### src/rtl/cob_pkg.sv
/*
 * Constants and carrier types for the charger option upper byte.
 * Assumes a byte-wide register port driven by the device's serial register engine.
 */
package cob_pkg;

    // Register index of the upper option byte.
    localparam logic [7:0] CFG_ADDR = 8'h31;

    // Field positions within the byte.
    localparam int BIT_MON_BUF = 7;
    localparam int BIT_THROTTLE = 6;
    localparam int BIT_SYSMON_HI = 5;
    localparam int BIT_SYSMON_LO = 4;
    localparam int BIT_IN_SHUNT = 3;
    localparam int BIT_CHG_SHUNT = 2;
    localparam int BIT_GAIN = 1;
    localparam int BIT_FAST = 0;

    // Power-on value: monitor field off, both shunts 5 mOhm, high gain, fast loop on.
    localparam logic [7:0] CFG_RESET = 8'h3f;

    // System-power monitor field encodings.
    localparam logic [1:0] SYSMON_IN_PLUS_BAT = 2'h0;
    localparam logic [1:0] SYSMON_IN_ONLY = 2'h1;
    localparam logic [1:0] SYSMON_RESERVED = 2'h2;
    localparam logic [1:0] SYSMON_OFF = 2'h3;

    // Host input-current limit, in milliamps.
    localparam int ILIM_W = 14;
    localparam logic [13:0] ILIM_MAX_SLOW_MA = 14'h2710;
    localparam logic [13:0] ILIM_MAX_FAST_MA = 14'h1900;
    localparam logic [13:0] ILIM_RESET_MA = 14'h0000;

    // Fields of the option byte, most significant first.
    typedef struct packed {
        logic mon_buf_en;
        logic throttle_en;
        logic [1:0] sysmon_cfg;
        logic in_shunt_5m;
        logic chg_shunt_5m;
        logic gain_high;
        logic fast_en;
    } cob_cfg_t;

endpackage

### src/rtl/cob_pin_sync.sv
/*
 * Three-stage pin synchroniser with agreement filter.
 * Assumes asynchronous pin levels and the single system clock.
 */
`timescale 1ns/100ps
`default_nettype none

module cob_pin_sync #(
    parameter int W = 2
) (
    input wire logic clock,
    input wire logic sys_rst,
    input wire logic [W-1:0] async_in,
    output logic [W-1:0] level
);

    logic [W-1:0] stage1_reg;
    logic [W-1:0] stage2_reg;
    logic [W-1:0] stage3_reg;

    // The first stage feeds only the second, so metastability never reaches logic.
    always_ff @(posedge clock or posedge sys_rst) begin
        if (sys_rst) begin
            stage1_reg <= '0;
            stage2_reg <= '0;
            stage3_reg <= '0;
        end else begin
            stage1_reg <= async_in;
            stage2_reg <= stage1_reg;
            stage3_reg <= stage2_reg;
        end
    end

    // A bit changes only once the second and third stages agree on it.
    always_ff @(posedge clock or posedge sys_rst) begin
        if (sys_rst) begin
            level <= '0;
        end else begin
            level <= (stage2_reg & stage3_reg) | (level & (stage2_reg | stage3_reg));
        end
    end

endmodule // cob_pin_sync

`default_nettype wire

### src/rtl/cob_option_byte.sv
/*
 * Upper charger option byte: storage, read-back and the controls it steers.
 * Assumes a byte register port on the system clock and two asynchronous status pins.
 */
`timescale 1ns/100ps
`default_nettype none

module cob_option_byte (
    input wire logic clock,
    input wire logic sys_rst,
    input wire logic [7:0] reg_addr,
    input wire logic reg_wr,
    input wire logic [7:0] reg_wr_data,
    input wire logic low_power_select,
    input wire logic ilim_wr,
    input wire logic [13:0] ilim_wr_ma,
    input wire logic adapter_present_pin,
    input wire logic adapter_config_below_160k_pin,
    output logic [7:0] reg_rd_data,
    output logic current_monitor_buffer_on,
    output logic lowpower_throttle_alert_on,
    output logic sysmon_sense_on,
    output logic sysmon_include_battery,
    output logic sysmon_gain_high,
    output logic input_shunt_5m,
    output logic charge_shunt_5m,
    output logic fast_comp_active,
    output logic [13:0] host_input_current_limit_ma,
    output logic ilim_write_ignored
);

    cob_pkg::cob_cfg_t cfg_reg;
    logic [1:0] pins_sync;
    logic adapter_present;
    logic cfg_below_160k;
    logic cfg_hit;
    logic [13:0] ilim_ceiling;

    // Pins arrive from outside the clock domain.
    cob_pin_sync #(
        .W(2)
    ) u_pin_sync (
        .clock(clock),
        .sys_rst(sys_rst),
        .async_in({adapter_present_pin, adapter_config_below_160k_pin}),
        .level(pins_sync)
    );

    assign adapter_present = pins_sync[1];
    assign cfg_below_160k = pins_sync[0];
    assign cfg_hit = reg_wr && (reg_addr == cob_pkg::CFG_ADDR);

    // Picks the accepted limit ceiling from the fast compensation bit.
    function automatic logic [13:0] ceiling_for(input logic fast);
        ceiling_for = fast ? cob_pkg::ILIM_MAX_FAST_MA : cob_pkg::ILIM_MAX_SLOW_MA;
    endfunction

    assign ilim_ceiling = ceiling_for(cfg_reg.fast_en);

    // Option byte storage; writes are the only thing that moves it.
    always_ff @(posedge clock or posedge sys_rst) begin
        if (sys_rst) begin
            cfg_reg <= cob_pkg::CFG_RESET;
        end else if (cfg_hit) begin
            cfg_reg <= reg_wr_data;
        end
    end

    // Read-back is registered; any other index reads as zero.
    always_ff @(posedge clock or posedge sys_rst) begin
        if (sys_rst) begin
            reg_rd_data <= 8'h00;
        end else if (reg_addr == cob_pkg::CFG_ADDR) begin
            reg_rd_data <= cfg_reg;
        end else begin
            reg_rd_data <= 8'h00;
        end
    end

    // Monitor buffers. Low power overrides the enables to save quiescent current.
    always_ff @(posedge clock or posedge sys_rst) begin
        if (sys_rst) begin
            current_monitor_buffer_on <= 1'b0;
            sysmon_sense_on <= 1'b0;
            sysmon_include_battery <= 1'b0;
            sysmon_gain_high <= 1'b1;
        end else begin
            current_monitor_buffer_on <= cfg_reg.mon_buf_en && !low_power_select;
            // The reserved code is treated as off so it never powers the sense path.
            sysmon_sense_on <= !low_power_select &&
                ((cfg_reg.sysmon_cfg == cob_pkg::SYSMON_IN_PLUS_BAT) ||
                 (cfg_reg.sysmon_cfg == cob_pkg::SYSMON_IN_ONLY));
            sysmon_include_battery <= !low_power_select &&
                (cfg_reg.sysmon_cfg == cob_pkg::SYSMON_IN_PLUS_BAT);
            sysmon_gain_high <= cfg_reg.gain_high;
        end
    end

    // Throttle alert only in battery-only low power; adapter presence gates it
    // as a guard even though the host is expected not to set it then.
    always_ff @(posedge clock or posedge sys_rst) begin
        if (sys_rst) begin
            lowpower_throttle_alert_on <= 1'b0;
        end else begin
            lowpower_throttle_alert_on <= cfg_reg.throttle_en && low_power_select &&
                !adapter_present;
        end
    end

    // Shunt declarations and fast loop qualification.
    always_ff @(posedge clock or posedge sys_rst) begin
        if (sys_rst) begin
            input_shunt_5m <= 1'b1;
            charge_shunt_5m <= 1'b1;
            fast_comp_active <= 1'b0;
        end else begin
            input_shunt_5m <= cfg_reg.in_shunt_5m;
            charge_shunt_5m <= cfg_reg.chg_shunt_5m;
            fast_comp_active <= cfg_reg.fast_en && cfg_reg.in_shunt_5m &&
                cfg_below_160k;
        end
    end

    // Host input-current limit. Over-ceiling writes leave the old value; turning
    // fast compensation on pulls a larger held value down to its ceiling.
    always_ff @(posedge clock or posedge sys_rst) begin
        if (sys_rst) begin
            host_input_current_limit_ma <= cob_pkg::ILIM_RESET_MA;
            ilim_write_ignored <= 1'b0;
        end else begin
            ilim_write_ignored <= ilim_wr && (ilim_wr_ma > ilim_ceiling);
            if (ilim_wr && (ilim_wr_ma <= ilim_ceiling)) begin
                host_input_current_limit_ma <= ilim_wr_ma;
            end else if (host_input_current_limit_ma > ilim_ceiling) begin
                host_input_current_limit_ma <= ilim_ceiling;
            end
        end
    end

    a_cfg_write_lands: assert property (@(posedge clock) disable iff (sys_rst)
        cfg_hit |=> (cfg_reg == $past(reg_wr_data)))
        else $error("option byte did not take the written value");

    a_cfg_holds_still: assert property (@(posedge clock) disable iff (sys_rst)
        !cfg_hit |=> $stable(cfg_reg))
        else $error("option byte changed without a write");

    a_monbuf_low_power: assert property (@(posedge clock) disable iff (sys_rst)
        low_power_select |=> !current_monitor_buffer_on)
        else $error("current monitor buffer on in low power");

    a_monbuf_follows_bit: assert property (@(posedge clock) disable iff (sys_rst)
        (!low_power_select && cfg_reg.mon_buf_en) |=> current_monitor_buffer_on)
        else $error("current monitor buffer not on when enabled");

    a_sysmon_off_cases: assert property (@(posedge clock) disable iff (sys_rst)
        (low_power_select || cfg_reg.sysmon_cfg == cob_pkg::SYSMON_OFF) |=> !sysmon_sense_on)
        else $error("system power monitor on while it must be off");

    a_sysmon_battery: assert property (@(posedge clock) disable iff (sys_rst)
        sysmon_include_battery |-> sysmon_sense_on &&
            $past(cfg_reg.sysmon_cfg) == cob_pkg::SYSMON_IN_PLUS_BAT)
        else $error("battery power included without its mode");

    a_fast_qualified: assert property (@(posedge clock) disable iff (sys_rst)
        fast_comp_active |-> $past(cfg_below_160k) && $past(cfg_reg.in_shunt_5m) &&
            $past(cfg_reg.fast_en))
        else $error("fast compensation active without its conditions");

    a_ilim_reject: assert property (@(posedge clock) disable iff (sys_rst)
        (ilim_wr && ilim_wr_ma > ilim_ceiling) |=>
            ilim_write_ignored && host_input_current_limit_ma <= $past(ilim_ceiling))
        else $error("over-ceiling limit write was not ignored");

    a_ilim_accept: assert property (@(posedge clock) disable iff (sys_rst)
        (ilim_wr && ilim_wr_ma <= ilim_ceiling) |=>
            host_input_current_limit_ma == $past(ilim_wr_ma) && !ilim_write_ignored)
        else $error("in-range limit write was not taken");

    a_ilim_fast_clamp: assert property (@(posedge clock) disable iff (sys_rst)
        ($past(cfg_reg.fast_en) && cfg_reg.fast_en) |->
            host_input_current_limit_ma <= cob_pkg::ILIM_MAX_FAST_MA)
        else $error("limit above 6.4 A with fast compensation on");

    // Read-back mirrors the stored byte. The reset term skips the edge on which
    // the read-back register was still forced to zero by reset.
    a_rd_data_view: assert property (@(posedge clock) disable iff (sys_rst)
        (reg_addr == cob_pkg::CFG_ADDR) |=>
            $past(sys_rst) || (reg_rd_data == $past(cfg_reg)))
        else $error("read-back does not show the option byte");

    // Any other index reads as zero, so a stray host read never sees this byte.
    a_rd_other_zero: assert property (@(posedge clock) disable iff (sys_rst)
        (reg_addr != cob_pkg::CFG_ADDR) |=> (reg_rd_data == 8'h00))
        else $error("read-back not zero for another index");

    // A write aimed at another index must leave the byte alone.
    a_cfg_other_index: assert property (@(posedge clock) disable iff (sys_rst)
        (reg_wr && reg_addr != cob_pkg::CFG_ADDR) |=> $stable(cfg_reg))
        else $error("write to another index changed the option byte");

    // The alert may only rise when low power and its enable stood one cycle before.
    a_alert_needs_mode: assert property (@(posedge clock) disable iff (sys_rst)
        lowpower_throttle_alert_on |-> $past(low_power_select) && $past(cfg_reg.throttle_en))
        else $error("throttle alert on without low power and its enable");

    // With battery only and low power, a set enable must turn the alert on.
    a_alert_follows_bit: assert property (@(posedge clock) disable iff (sys_rst)
        (cfg_reg.throttle_en && low_power_select && !adapter_present) |=>
            lowpower_throttle_alert_on)
        else $error("throttle alert not on when enabled in battery-only low power");

    // The adapter guard keeps the alert off even if the host set the enable anyway.
    a_alert_adapter_gate: assert property (@(posedge clock) disable iff (sys_rst)
        adapter_present |=> !lowpower_throttle_alert_on)
        else $error("throttle alert on with an adapter present");

    // The shunt and gain declarations are plain copies, one cycle behind the byte.
    a_in_shunt_copy: assert property (@(posedge clock) disable iff (sys_rst)
        1'b1 |=> (input_shunt_5m == $past(cfg_reg.in_shunt_5m)))
        else $error("input shunt declaration does not follow bit 3");

    // A wrong charge shunt declaration would scale charge current by two.
    a_chg_shunt_copy: assert property (@(posedge clock) disable iff (sys_rst)
        1'b1 |=> (charge_shunt_5m == $past(cfg_reg.chg_shunt_5m)))
        else $error("charge shunt declaration does not follow bit 2");

    // The gain select must track bit 1 whatever the monitor mode is.
    a_gain_copy: assert property (@(posedge clock) disable iff (sys_rst)
        1'b1 |=> (sysmon_gain_high == $past(cfg_reg.gain_high)))
        else $error("monitor gain does not follow bit 1");

    // Fast compensation is meaningless with the 10 mOhm input shunt.
    a_fast_needs_shunt: assert property (@(posedge clock) disable iff (sys_rst)
        !cfg_reg.in_shunt_5m |=> !fast_comp_active)
        else $error("fast compensation active with the 10 mOhm input shunt");

    // Clearing bit 0 must drop fast compensation on the next cycle.
    a_fast_needs_bit: assert property (@(posedge clock) disable iff (sys_rst)
        !cfg_reg.fast_en |=> !fast_comp_active)
        else $error("fast compensation active with its bit clear");

    // With every condition met, fast compensation must actually engage.
    a_fast_follows_all: assert property (@(posedge clock) disable iff (sys_rst)
        (cfg_reg.fast_en && cfg_reg.in_shunt_5m && cfg_below_160k) |=> fast_comp_active)
        else $error("fast compensation not active with all conditions met");

    // A high adapter config resistor must veto fast compensation.
    a_fast_pin_gate: assert property (@(posedge clock) disable iff (sys_rst)
        !cfg_below_160k |=> !fast_comp_active)
        else $error("fast compensation active with the config resistor too high");

    // Both live monitor codes must power the sense path outside low power.
    a_sysmon_on_modes: assert property (@(posedge clock) disable iff (sys_rst)
        (!low_power_select && (cfg_reg.sysmon_cfg == cob_pkg::SYSMON_IN_PLUS_BAT ||
            cfg_reg.sysmon_cfg == cob_pkg::SYSMON_IN_ONLY)) |=> sysmon_sense_on)
        else $error("system power monitor off in a live mode");

    // The reserved code must never power the sense path.
    a_sysmon_reserved_off: assert property (@(posedge clock) disable iff (sys_rst)
        (cfg_reg.sysmon_cfg == cob_pkg::SYSMON_RESERVED) |=> !sysmon_sense_on)
        else $error("system power monitor on for the reserved code");

    // Input-only mode must leave battery power out of the sum.
    a_sysmon_input_only: assert property (@(posedge clock) disable iff (sys_rst)
        (cfg_reg.sysmon_cfg == cob_pkg::SYSMON_IN_ONLY) |=> !sysmon_include_battery)
        else $error("battery power included in input-only mode");

    // Low power shuts the battery term as well as the sense path.
    a_sysmon_lp_battery: assert property (@(posedge clock) disable iff (sys_rst)
        low_power_select |=> !sysmon_include_battery)
        else $error("battery power included in low power");

    // No path may ever hold a limit above the 10 A ceiling.
    a_ilim_slow_ceiling: assert property (@(posedge clock) disable iff (sys_rst)
        host_input_current_limit_ma <= cob_pkg::ILIM_MAX_SLOW_MA)
        else $error("limit above 10 A");

    // The refusal pulse only ever answers a limit write.
    a_ilim_ignored_pulse: assert property (@(posedge clock) disable iff (sys_rst)
        ilim_write_ignored |-> $past(ilim_wr))
        else $error("limit refusal pulse without a limit write");

    // Without a write and within the ceiling, the limit must not drift.
    a_ilim_holds_still: assert property (@(posedge clock) disable iff (sys_rst)
        (!ilim_wr && host_input_current_limit_ma <= ilim_ceiling) |=>
            $stable(host_input_current_limit_ma))
        else $error("limit changed without a write");

endmodule // cob_option_byte

`default_nettype wire

### config.mk
export PLATFORM = sky130hd
export DESIGN_NAME = cob_option_byte
export DESIGN_NICKNAME = d
export VERILOG_FILES = /design/src/rtl/cob_pkg.sv /design/src/rtl/cob_pin_sync.sv /design/src/rtl/cob_option_byte.sv
export SDC_FILE = /design/constraint.sdc
export NUM_CORES = 1
export LEC_CHECK = 0
export BUFFER_PORTS_ARGS = -buffer_cell sky130_fd_sc_hd__clkbuf_2
export CAP_MARGIN = 25
export CORE_MARGIN = 10
export CORE_UTILIZATION = 53
export DETAILED_ROUTE_END_ITERATION = 10
export PLACE_DENSITY = 0.82
export SYNTH_ARGS = -nofsm -noshare
export SYNTH_HDL_FRONTEND = slang
export SYNTH_SLANG_ARGS = --single-unit
### constraint.sdc
create_clock -name clock -period 6.95 [get_ports clock]
set_clock_uncertainty 0.05 [all_clocks]
set_input_delay 0.3475 -clock clock [delete_from_list [all_inputs] [get_ports clock]]
set_output_delay 0.3475 -clock clock [all_outputs]
set_load 0.02 [all_outputs]
Word-level counts from Yosys, hierarchy flattened
Cells that the tools add are included.
- latch bits: 0
- bits in writable memories: 0
- output and inout bits: 31
- bits in registers: 47
- input port bits: 37
- bits in read-only memories: 0
- word-level logic and storage cells: 50
- memories: 0
- equality and inequality tests: 2
- mux-type cells: 4
- order comparisons: 3
- div/mod/pow operators: 0
- $add $sub $neg: 0
- $mul: 0
- bitwise gates (word level): 4
- shift operators: 0
- reduce and logical (&&, ||, !) cells: 15
- operator list (operator ; number):
    $mux 14 ; 3
    $gt 14x14->1 ; 2
    $le 14x14->1 ; 1
    $logic_and 1x1->1 ; 10
    $eq 8x6->1 const B ; 1
    $mux 8 ; 1
    $and 2x2->2 ; 2
    $or 2x2->2 ; 2
    $eq 2x1->1 const B ; 1
    $logic_not 1->1 ; 2
    $logic_not 2->1 ; 1
    $reduce_bool 2->1 ; 1
    $logic_or 1x1->1 ; 1

Depth between registers and ports, before layout
Gate-level depths: netlist of the first run.
- depth after elaboration: 4
- gate-level depth with buffers: 8
- gate-level depth less buffers: 7

Modules after synthesis
Synthesis of the first run repeated with hierarchy kept, for this count alone.
- cell total of the unflattened synthesis: 165
- area total of the unflattened synthesis: 2018.2 sq um
- by module, submodules not included (module ; area an instance (sq um) ; cells each ; times used ; seq. area each (sq um)):
    cob_option_byte ; 1791.7 ; 154 ; 1 ; 987.2
    cob_pin_sync ; 226.5 ; 11 ; 1 ; 200.2

Worst setup path before layout of the first run
Ideal clock, no wire load.
- kind: flip-flop to flip-flop
- start: register cfg_reg[0] in the netlist's numbering
- end: register host_input_current_limit_ma[0]
- arrival time: 2.287 ns
- required time: 6.779 ns
- path buffers: 1
- clock period less this slack: 2.458 ns
- slack: 4.492 ns
- cell stages (with the launch flop): 9
- setup time: 0.121 ns
- cell sequence: dfstp_2 inv_1 ha_1 or3b_1 nor4_2 o2bb2ai_2 nor2b_2 buf_6 a22o_1
- longest elaborated chain between the ends: 4
- elaborated cells between the ends (all ways): 6
- classes of those cells: order compare (2); mux (2); reduce/logical (2)
- ends and longest elaborated chain (item ; RTL line ; text):
    start, declared ; cob_option_byte.sv:32 ; cob_pkg::cob_cfg_t cfg_reg;
    start signal, assigned ; cob_option_byte.sv:63 ; cfg_reg <= cob_pkg::CFG_RESET;
    start signal, assigned ; cob_option_byte.sv:65 ; cfg_reg <= reg_wr_data;
    $mux 14 * ; cob_option_byte.sv:55 ; ceiling_for = fast ? cob_pkg::ILIM_MAX_FAST_MA : cob_pkg::ILIM_MAX_SLOW_MA;
    $le 14x14->1 ; cob_option_byte.sv:132 ; if (ilim_wr && (ilim_wr_ma <= ilim_ceiling)) begin
    $logic_and 1x1->1 ; cob_option_byte.sv:132 ;
    $mux 14 / $reduce_bool 2->1 (equally long branches) ; - ;
    end signal, assigned ; cob_option_byte.sv:128 ; host_input_current_limit_ma <= cob_pkg::ILIM_RESET_MA;
    end signal, assigned ; cob_option_byte.sv:133 ; host_input_current_limit_ma <= ilim_wr_ma;
    end signal, assigned ; cob_option_byte.sv:135 ; host_input_current_limit_ma <= ilim_ceiling;
    end, declared ; cob_option_byte.sv:28 ; output logic [13:0] host_input_current_limit_ma,
Every way passes the cells marked *; elsewhere a longest branch is shown, timed or not.
A chain may end at the register's enable or synchronous reset.

Worst setup path in the final report of the first run
- start: register cfg_reg[0] in the netlist's numbering
- end: register host_input_current_limit_ma[2]
Same word-level chain as after synthesis.

==> impl_metrics.env, run 1 <==
export IMPL_outcome="complete, no violations"
export IMPL_viasPerCell=5.45
export IMPL_initial_core_util=0.550
export IMPL_synth_seq_area_share=0.586
export IMPL_slowest_delay_ps=650
export IMPL_fp_row_count=22
export IMPL_die_height_um=81.8
export IMPL_slowest_stage="dfstp_2"
export IMPL_rsz0062_at_grt="no"
export IMPL_synth_compound_area_frac=0.0815
export IMPL_synth_distinct_cells=35
export IMPL_synthSimpleGateAreaFrac=0.130
export IMPL_die_w_um=81.8
export IMPL_n_antenna_cell=0
export IMPL_final_common_cell="clkbuf_2"
export IMPL_syn_area_um2=2030
export IMPL_finalWirelength_um=4600
export IMPL_leakagePower_nw=1.30
export IMPL_post_route_period_util=0.416
export IMPL_slew_violations=0
export IMPL_overflow=0
export IMPL_drt_iter0_markers=81
export IMPL_htreeDepth=2
export IMPL_cts_setup_buffers=0
export IMPL_cts_inserted_buffers=5
export IMPL_wl_per_cell_um=16.9
export IMPL_synthToLayoutAreaGrowth_pct=24.9
export IMPL_tightest_slew_ps=756
export IMPL_tritoncts="yes"
export IMPL_clkSinkCount=47
export IMPL_design_core_area_um2=3690
export IMPL_crit_path_max_fanout=17
export IMPL_ant_nets=0
export IMPL_drive_gt1_frac=0.469
export IMPL_grt_pass1_wl_um=7510
export IMPL_ys_ff_latch=47
export IMPL_post_route_min_period_ps=2890
export IMPL_num_vias=1482
export IMPL_firstDrtPassIters=4
export IMPL_power_density_nw_per_um2=267
export IMPL_track_usage=0.145
export IMPL_grt_max_degree=48
export IMPL_io_pins=68
export IMPL_largest_register_ff_count=14
export IMPL_antenna_found_initial=0
export IMPL_path_cells="inv_1 > ha_1 > or3b_1 > nor4_2 > o2bb2ai_2 > nor2b_2 > a22o_1"
export IMPL_syn_area_per_cell_um2=13.6
export IMPL_crit_arrival_ps=3030
export IMPL_synthXorXnorAreaFrac=0
export IMPL_cp_start_kind="flop"
export IMPL_nets=272
export IMPL_endpoint_kind="flop"
export IMPL_clockBufferDepth=2
export IMPL_die_area_um2=6700
export IMPL_synth_top_family_by_area="simple AND/OR/NAND/NOR gates"
export IMPL_max_freq_ghz=0.346
export IMPL_globalplace_congestion=0.826
export IMPL_ys_warn_count=0
export IMPL_root_buffer="clkbuf_8"
export IMPL_synth_cells=149
export IMPL_dp_hpwl_um=3640
export IMPL_drc=0
export IMPL_min_path_type="input port to flop"
export IMPL_finalSetupViolations=0
export IMPL_worstSetupPathType="flop to flop"
export IMPL_fin_tns_setup_ps=0
export IMPL_final_cell_mix="clkbuf_2 (67), dfrtp_1 (38), mux2_2 (12), ha_1 (12), dfstp_2 (9)"
export IMPL_synthAdderAreaFrac=0.0840
export IMPL_synth_mux_area_frac=0.0963
export IMPL_drv_cap=0
export IMPL_critical_path_required_ps=7090
export IMPL_finalHoldViolCount=0
export IMPL_holdWs_ps=102
export IMPL_numPortBuffers=67
export IMPL_fillers=292
export IMPL_clk_pin_slew_ps=80
export IMPL_ir_drop_mv=0.194
export IMPL_slew_headroom=0.493
export IMPL_syn_num_nets=198
export IMPL_clk_latency_ps=300
export IMPL_grt_pass1_vias=1571
[Yosys cell counts, drive strengths merged]
master,instances,area share
dfrtp,38,0.47
ha,12,0.074
mux2,12,0.067
dfstp,9,0.12
and2,8,0.025
a22o,7,0.030
inv,7,0.013
o21ai,7,0.019
mux2i,6,0.030
nand2,5,0.013
nor2,5,0.0093
nor2b,4,0.014
nor3,4,0.0099
a211oi,3,0.011
nor4,3,0.020
a21oi,2,0.0049
and3,2,0.0062
buf,2,0.0093
maj3,2,0.0099
nand4,2,0.0062
a311oi,1,0.0043
a41oi,1,0.0043
and4,1,0.0043
nand4bb,1,0.0056
nor3b,1,0.0037
o2bb2ai,1,0.0074
or3,1,0.0031
or3b,1,0.0043
or4b,1,0.0068
[layout make-up]
cell class,instances,area [um^2],area share
clock buffers,6,82.6,0.0326
clock inverters,2,16.3,0.00642
inverters,7,26.3,0.0104
multi-input cells,93,795,0.314
flip-flops and latches,47,1190,0.469
well taps,48,60.1,0.0237
repair buffers,69,365,0.144
[power breakdown]
part	switching, mW	internal (mW)	total [mW]
Sequential	0.0234	0.303	0.326
Combinational	0.102	0.0751	0.177
Clock	0.0919	0.0812	0.173
Total	0.218	0.459	0.677
[logic make-up after synthesis]
family	after synthesis
AO/OA/AOI/OAI	22
buffers and inverters	9
flip-flops	47
adder cells (fa/ha/maj)	14
multiplexers	18
AND/OR/NAND/NOR	39
[worst paths after layout]
kind                                               startpoint                                          to  slack (ps)  cells past startpoint
max in group asynchronous                             sys_rst                      cfg_reg[1]$_DFFE_PP1P_        6020                      4
hold / removal                  adapter_config_below_160k_pin          u_pin_sync.stage1_reg[0]$_DFF_PP0_         100                      1
setup / recovery                       cfg_reg[0]$_DFFE_PP1P_  host_input_current_limit_ma[2]$_DFFE_PP0P_        4060                      7
min in group asynchronous                             sys_rst          u_pin_sync.stage3_reg[1]$_DFF_PP0_         370                      3
setup reg to reg                       cfg_reg[0]$_DFFE_PP1P_  host_input_current_limit_ma[2]$_DFFE_PP0P_        4060                      7
hold reg to reg            u_pin_sync.stage1_reg[1]$_DFF_PP0_          u_pin_sync.stage2_reg[1]$_DFF_PP0_         300                      0
[routing by layer]
layer  wire, um  track usage
met1       1810        0.171
met3        392       0.0590
met5          0            0
met2       2330        0.239
met4         63       0.0408
[worst max-delay path: cells and delay by family (launching register included)]
kind / cells / cell delay, ps
buffers and inverters: 1 / 200
adders and majority gates: 1 / 320
and+or+nand+nor: 3 / 930
AOI/OAI and AO/OA: 2 / 630
DFF: 1 / 650
[timing repair]
action / 4_1_cts / 5_1_grt
hold buffers: 0 / 1
setup endpoints to repair: 0 / 0
endpoints found under the hold margin: 0 / 1
resized for setup: 0 / 0
[metrics by stage]
step                std cells  power, mW  utilization  setup slack [ps]  area (um^2)
floorplan                 149      0.447            -              4490         2030
global placement          262      0.501        0.652              4170         2400
detailed placement        262      0.506        0.652              4090         2400
CTS                       270      0.678        0.678              4080         2500
global route              272      0.709        0.687              3830         2530
finish                    272      0.677        0.687              4060         2530
Note: power is estimated with default switching activity, not from simulation.
==> run 2: changes to the inputs <==
--- a/config.mk
+++ b/config.mk
@@ -5,12 +5,13 @@
 export SDC_FILE = /design/constraint.sdc
 export NUM_CORES = 1
 export LEC_CHECK = 0
+export ABC_AREA = 1
 export BUFFER_PORTS_ARGS = -buffer_cell sky130_fd_sc_hd__clkbuf_2
 export CAP_MARGIN = 25
 export CORE_MARGIN = 10
-export CORE_UTILIZATION = 53
+export CORE_UTILIZATION = 50
 export DETAILED_ROUTE_END_ITERATION = 10
-export PLACE_DENSITY = 0.82
+export PLACE_DENSITY = 0.77
 export SYNTH_ARGS = -nofsm -noshare
 export SYNTH_HDL_FRONTEND = slang
 export SYNTH_SLANG_ARGS = --single-unit
==> constraint.sdc (replaced) <==
create_clock -name clock -period 2.95 [get_ports clock]
set_clock_uncertainty 0.05 [all_clocks]
set_input_delay 0.1475 -clock clock [delete_from_list [all_inputs] [get_ports clock]]
set_output_delay 0.1475 -clock clock [all_outputs]
set_load 0.02 [all_outputs]
==> run 2 against run 1 <==
The run now ends with negative hold slack left; critical path depth rose by 4; worst setup slack got worse by 3400 ps; non-clock buffer count rose by 1; fmax is 25% higher; synthesized area grew 6.6%; critical path type unchanged; combinational power grew to 2.8 times the previous value; final cell count increased by 32%; via count is 16% higher; synthesized cell count rose by 60%; sequential share of layout area fell by 2.5 points; sequential power grew 140%.
==> impl_metrics.env, run 2 <==
export IMPL_syn_area_per_cell_um2=9.08
export IMPL_cts_setup_buffers=0
export IMPL_leakagePower_nw=1.55
export IMPL_firstDrtPassIters=4
export IMPL_viasPerCell=4.77
export IMPL_worstSetupPathType="flop to flop"
export IMPL_final_cell_mix="clkbuf_2 (67), nand2_1 (48), dfrtp_1 (38), nand3_1 (35), nor2_1 (33)"
export IMPL_syn_area_um2=2160
export IMPL_holdWs_ps=-18.2
export IMPL_multi_input_area_um2=807
export IMPL_yosysTopAreaCell="dfrtp_1"
export IMPL_initial_core_util=0.529
export IMPL_path_buf_inv=1
export IMPL_critPathTopFamily="simple AND/OR/NAND/NOR gates"
export IMPL_dp_hpwl_um=3760
export IMPL_endpoint="host_input_current_limit_ma[10]$_DFFE_PP0P_"
export IMPL_critPathMostFrequentCell="nand2_1"
export IMPL_wl_per_cell_um=13.1
export IMPL_clk_pin_slew_ps=90
export IMPL_finalWirelength_um=4730
export IMPL_setup_ws_ps=639
export IMPL_ys_ff_latch=47
export IMPL_power_switching_share=0.324
export IMPL_n_antenna_cell=0
export IMPL_rsz0062_at_grt="no"
export IMPL_outcome="complete, but fails checks"
export IMPL_critical_path_required_ps=3130
export IMPL_ir_drop_mv=0.476
export IMPL_r2r_slack_ps=640
export IMPL_dp_slack_ps=675
export IMPL_finalHoldViolCount=23
export IMPL_power_density_nw_per_um2=684
export IMPL_largest_register_ff_count=14
export IMPL_synth_edf_count=0
export IMPL_track_usage=0.129
export IMPL_clockBufferDepth=2
export IMPL_slowest_delay_ps=610
export IMPL_endpoint_kind="flop"
export IMPL_fillers=335
export IMPL_clkPwrFrac=0.296
export IMPL_yosysTopAreaCellShare=0.440
export IMPL_place_area_um2=2510
export IMPL_root_buffer="clkbuf_8"
export IMPL_design_core_area_um2=4090
export IMPL_numPortBuffers=67
export IMPL_slew_violations=0
export IMPL_drive_gt1_frac=0.297
export IMPL_ant_nets=0
export IMPL_cp_start_kind="flop"
export IMPL_synthFlopType="dfrtp_1"
export IMPL_drc=0
export IMPL_post_route_period_util=0.783
export IMPL_slowest_stage="dfstp_2"
export IMPL_drt_iter0_markers=58
export IMPL_grt_max_degree=48
export IMPL_synth_distinct_cells=22
export IMPL_die_area_um2=7350
export IMPL_p_seq_frac=0.433
export IMPL_tritoncts="yes"
export IMPL_die_height_um=85.7
export IMPL_combPwrFrac=0.271
export IMPL_async_flop_share=1.00
export IMPL_synthToLayoutAreaGrowth_pct=23.8
export IMPL_switchingPower_uw=594
export IMPL_io_pins=68
export IMPL_clk_latency_ps=290
export IMPL_cts_inserted_buffers=5
export IMPL_grt_pass1_wl_um=7800
export IMPL_cp_startpoint="cfg_reg[0]$_DFFE_PP1P_"
export IMPL_fin_util=0.655
export IMPL_report_power_total_mw=1.83
export IMPL_nets=358
export IMPL_dpl_cell_count=349
export IMPL_r2r_end="host_input_current_limit_ma[10]$_DFFE_PP0P_"
export IMPL_post_route_min_period_ps=2310
export IMPL_num_vias=1718
export IMPL_cp_depth=11
export IMPL_antenna_found_initial=0
export IMPL_fin_tns_setup_ps=0
export IMPL_final_common_cell="clkbuf_2"
export IMPL_r2r_cells=11
export IMPL_synth_cells=238
export IMPL_min_path_type="input port to asynchronous set/reset pin"
export IMPL_synthTopCellsByArea="dfrtp_1 (44%), dfstp_2 (11%), nand2_1 (8.3%)"
export IMPL_crit_path_max_fanout=17
export IMPL_finalSetupViolations=0
export IMPL_max_freq_ghz=0.433
export IMPL_ys_warn_count=0
export IMPL_grt_pass1_vias=1770
export IMPL_tightest_slew_ps=910
export IMPL_syn_num_nets=287
export IMPL_instances_no_fill=360
export IMPL_regArea_um2=1190
export IMPL_overflow=0
export IMPL_slew_headroom=0.392
export IMPL_synthTopCellsByCount="nand2_1 (48), dfrtp_1 (38), nand3_1 (35), nor2_1 (33), inv_1 (31)"
export IMPL_drv_cap=0
export IMPL_synthMostInstantiatedCell="nand2_1"
export IMPL_synth_seq_area_share=0.550
export IMPL_crit_arrival_ps=2490
export IMPL_power_internal_mw=1.24
export IMPL_die_w_um=85.7
export IMPL_fp_row_count=23
export IMPL_globalplace_congestion=0.816
export IMPL_clkSinkCount=47
export IMPL_violations="negative hold slack"
export IMPL_path_cells="inv_1 > ha_1 > nand2_1 > nor2_2 > and2_1 > nand2_2 > nand2_4 > nand2_4 > nand2_1 > nand2_1 > nand2_1"
export IMPL_htreeDepth=2
export IMPL_r2r_start="cfg_reg[0]$_DFFE_PP1P_"
export IMPL_fin_area_um2=2680
[run 2: kinds of logic (layout without fill, tap and decap cells)]
| group | count (synthesis) | after routing | share of synthesized area |
|---|---|---|---|
| flip-flops | 47 | 47 | 0.550 |
| adder cells (fa/ha/maj) | 14 | 14 | 0.0787 |
| AO/OA/AOI/OAI | 13 | 13 | 0.0336 |
| AND/OR/NAND/NOR | 127 | 127 | 0.261 |
| buffers and inverters | 37 | 109 | 0.0770 |
[run 2: area by class of cell]
type,count,area share
flip-flops and latches,47,0.444
multi-input cells,154,0.302
repair buffers,70,0.137
inverters,31,0.0435
clock buffers,5,0.0257
clock inverters,3,0.0253
well taps,50,0.0234
[run 2: worst reg2reg max path: cells and delay by family, from the launching register on]
family                     cells  cell delay [ps]
and+or+nand+nor                9             1050
DFF                            1              610
adders and majority gates      1              330
buffers and inverters          1              200
[run 2: per-layer routing]
layer  global-route usage  vias up  routed length [um]
li1                     -      894                   -
met1                0.149      773                2070
met2                0.216       49                2300
met3               0.0558        2                 359
met4               0.0299        0                   4
met5                    0        -                   0
[run 2: worst min path at each step]
stage                                        from                            endpoint  slack (ps)  depth (start not counted)
finish                                    sys_rst    sysmon_include_battery$_DFF_PP0_         -20                          2
global route                       reg_wr_data[4]              cfg_reg[4]$_DFFE_PP1P_           9                          3
CTS                                       sys_rst    sysmon_include_battery$_DFF_PP0_           8                          2
detailed placement            adapter_present_pin  u_pin_sync.stage1_reg[1]$_DFF_PP0_         210                          1
global placement    adapter_config_below_160k_pin  u_pin_sync.stage1_reg[0]$_DFF_PP0_         210                          1
floorplan           adapter_config_below_160k_pin  u_pin_sync.stage1_reg[0]$_DFF_PP0_         130                          0
[run 2: timing repair]
action,CTS,global route
hold endpoints to repair,4,0
gates resized for setup,0,0
hold buffers,3,0
endpoints found under the setup margin,0,0
[run 2: power by group through the flow]
| stage | sequential, mW | clock (mW) | combinational [mW] |
|---|---|---|---|
| after floorplan | 0.868 | 0 | 0.281 |
| after global placement | 0.803 | 0 | 0.488 |
| after detailed placement | 0.806 | 0 | 0.498 |
| after CTS | 0.794 | 0.551 | 0.503 |
| after global routing | 0.805 | 0.577 | 0.566 |
| final | 0.792 | 0.541 | 0.496 |
==> run 3: changes to the inputs <==
--- a/config.mk
+++ b/config.mk
@@ -5,13 +5,13 @@
 export SDC_FILE = /design/constraint.sdc
 export NUM_CORES = 1
 export LEC_CHECK = 0
-export ABC_AREA = 1
+export ABC_AREA = 0
 export BUFFER_PORTS_ARGS = -buffer_cell sky130_fd_sc_hd__clkbuf_2
 export CAP_MARGIN = 25
 export CORE_MARGIN = 10
-export CORE_UTILIZATION = 50
+export CORE_UTILIZATION = 45
 export DETAILED_ROUTE_END_ITERATION = 10
-export PLACE_DENSITY = 0.77
+export PLACE_DENSITY = 0.74
 export SYNTH_ARGS = -nofsm -noshare
 export SYNTH_HDL_FRONTEND = slang
 export SYNTH_SLANG_ARGS = --single-unit
==> constraint.sdc (replaced) <==
create_clock -name clock -period 1.9 [get_ports clock]
set_clock_uncertainty 0.05 [all_clocks]
set_input_delay 0.095 -clock clock [delete_from_list [all_inputs] [get_ports clock]]
set_output_delay 0.095 -clock clock [all_outputs]
set_load 0.02 [all_outputs]
==> run 3 against run 2 <==
The flow finishes with violations (negative setup slack); clock-buffer cell count is 1 higher; wire length rose by 14%; sequential cell count unchanged; utilization grew 4.2 points; highest routed layer unchanged.
==> impl_metrics.env, run 3 (synthesized netlist as in run 1, its figures left out) <==
export IMPL_outcome="complete, but fails checks"
export IMPL_violations="negative setup slack"
export IMPL_numPortBuffers=67
export IMPL_track_usage=0.142
export IMPL_tritoncts="yes"
export IMPL_tightest_slew_ps=460
export IMPL_finalSetupViolations=15
export IMPL_clkSinkCount=47
export IMPL_combPwrFrac=0.351
export IMPL_ant_nets=0
export IMPL_path_buf_inv=1
export IMPL_dp_slack_ps=-442
export IMPL_drt_iter0_markers=59
export IMPL_die_area_um2=7590
export IMPL_grt_max_degree=23
export IMPL_setup_ws_ps=-422
export IMPL_clkPwrFrac=0.215
export IMPL_htreeDepth=2
export IMPL_critPathTopFamily="simple AND/OR/NAND/NOR gates"
export IMPL_clk_latency_ps=290
export IMPL_n_antenna_cell=0
export IMPL_worstSetupPathType="flop to flop"
export IMPL_p_seq_frac=0.434
export IMPL_overflow=0
export IMPL_die_height_um=87.1
export IMPL_largest_register_ff_count=14
export IMPL_synthToLayoutAreaGrowth_pct=49.6
export IMPL_min_path_type="input port to flop"
export IMPL_ir_drop_mv=0.577
export IMPL_report_power_total_mw=2.70
export IMPL_cp_startpoint="cfg_reg[0]$_DFFE_PP1P_"
export IMPL_antenna_found_initial=0
export IMPL_worstHoldStart="ilim_wr_ma[7]"
export IMPL_num_vias=1633
export IMPL_dp_hpwl_um=3940
export IMPL_drive_gt1_frac=0.541
export IMPL_power_switching_share=0.319
export IMPL_fp_row_count=24
export IMPL_die_w_um=87.1
export IMPL_io_pins=68
export IMPL_path_cells="inv_6 > ha_4 > or3b_4 > nor4_4 > o2bb2ai_4 > mux2_4"
export IMPL_grt_pass1_wl_um=8570
export IMPL_design_core_area_um2=4350
export IMPL_max_freq_ghz=0.431
export IMPL_slowest_delay_ps=610
export IMPL_drv_cap=0
export IMPL_endpoint_kind="flop"
export IMPL_slew_headroom=0.693
export IMPL_fin_tns_setup_ps=-5590
export IMPL_critical_path_required_ps=2030
export IMPL_final_cell_mix="clkbuf_2 (67), dfrtp_1 (38), buf_4 (29), dlygate4sd3_1 (17)"
export IMPL_firstDrtPassIters=6
export IMPL_switchingPower_uw=862
export IMPL_crit_arrival_ps=2450
export IMPL_nets=318
export IMPL_finalWirelength_um=5400
export IMPL_grt_pass1_vias=1790
export IMPL_cts_inserted_buffers=5
export IMPL_cp_start_kind="flop"
export IMPL_crit_path_max_fanout=6
export IMPL_power_density_nw_per_um2=891
export IMPL_slowest_stage="dfstp_2"
export IMPL_r2r_start="cfg_reg[0]$_DFFE_PP1P_"
export IMPL_root_buffer="clkbuf_8"
export IMPL_post_route_period_util=1.22
export IMPL_finalHoldViolCount=0
export IMPL_clockBufferDepth=2
export IMPL_clk_pin_slew_ps=80
export IMPL_rsz0062_at_grt="yes"
export IMPL_final_common_cell="clkbuf_2"
export IMPL_initial_core_util=0.466
export IMPL_globalplace_congestion=0.842
export IMPL_viasPerCell=5.07
export IMPL_post_route_min_period_ps=2320
export IMPL_leakagePower_nw=1.56
export IMPL_drc=0
export IMPL_fillers=294
export IMPL_power_internal_mw=1.84
export IMPL_slew_violations=0
export IMPL_wl_per_cell_um=16.8
-- run 3: cell count changes in the layout (fill, tap and decap cells not counted), moves of 4 or more --
cell           change
a21oi_1            -8
dlygate4sd3_1     +14
mux2_4             +4
inv_1             -25
o21ai_0            +4
buf_4             +29
mux2_2             +8
nor2_1            -28
nand3_1           -35
and2_1             +7
nand2_1           -44
a22o_1             +7
mux2i_1            +6
-- run 3: worst paths after layout --
path | depth (start not counted) | to | slack, ps
hold / removal | 2 | host_input_current_limit_ma[7]$_DFFE_PP0P_ | 7
min in group asynchronous | 3 | cfg_reg[6]$_DFFE_PP0P_ | 280
setup / recovery | 6 | host_input_current_limit_ma[11]$_DFFE_PP0P_ | -420
setup reg to reg | 6 | host_input_current_limit_ma[11]$_DFFE_PP0P_ | -420
max in group asynchronous | 4 | input_shunt_5m$_DFF_PP1_ | 880
hold reg to reg | 0 | u_pin_sync.stage2_reg[1]$_DFF_PP0_ | 300
-- run 3: final cells by class --
cell class,instances,area (um^2),area share
Clock buffer,6,72.6,0.0239
Clock inverter,2,13.8,0.00454
Inverter,7,31.3,0.0103
Multi-Input combinational cell,93,917,0.302
Sequential cell,47,1190,0.392
Tap cell,52,65.1,0.0215
Timing Repair Buffer,115,746,0.246
-- run 3: timing repair --
item                                    4_1_cts  5_1_grt
pin swaps                                     7        3
gates resized for setup                      16        7
buffers inserted                              1        2
hold endpoints to repair                     36        1
hold buffers                                 16        1
endpoints found under the setup margin       15       15
-- run 3: per-stage QoR --
step	hold WS, ps	instances	util	instance area, um^2
2_1_floorplan	76.4	149	-	2040
3_3_place_gp	60.8	294	0.605	2630
3_5_place_dp	67.3	294	0.605	2630
4_1_cts	1.65	319	0.686	2990
5_1_grt	1.13	322	0.697	3030
6_report	6.99	322	0.697	3030
-- run 3: layer usage --
metal / global-route usage / wire length (um) / share of wire
met1: 0.157 / 2060 / 0.38
met2: 0.258 / 3030 / 0.56
met3: 0.0318 / 229 / 0.042
met4: 0.0507 / 75 / 0.014
met5: 0 / 0 / 0
-- run 3: power by group through the flow --
stage	Sequential, mW	Combinational [mW]	Clock (mW)
2_1_floorplan	1.29	0.344	0
3_3_place_gp	1.19	0.810	0
3_5_place_dp	1.19	0.821	0
4_1_cts	1.17	0.915	0.600
5_1_grt	1.19	1.03	0.640
6_report	1.17	0.949	0.580
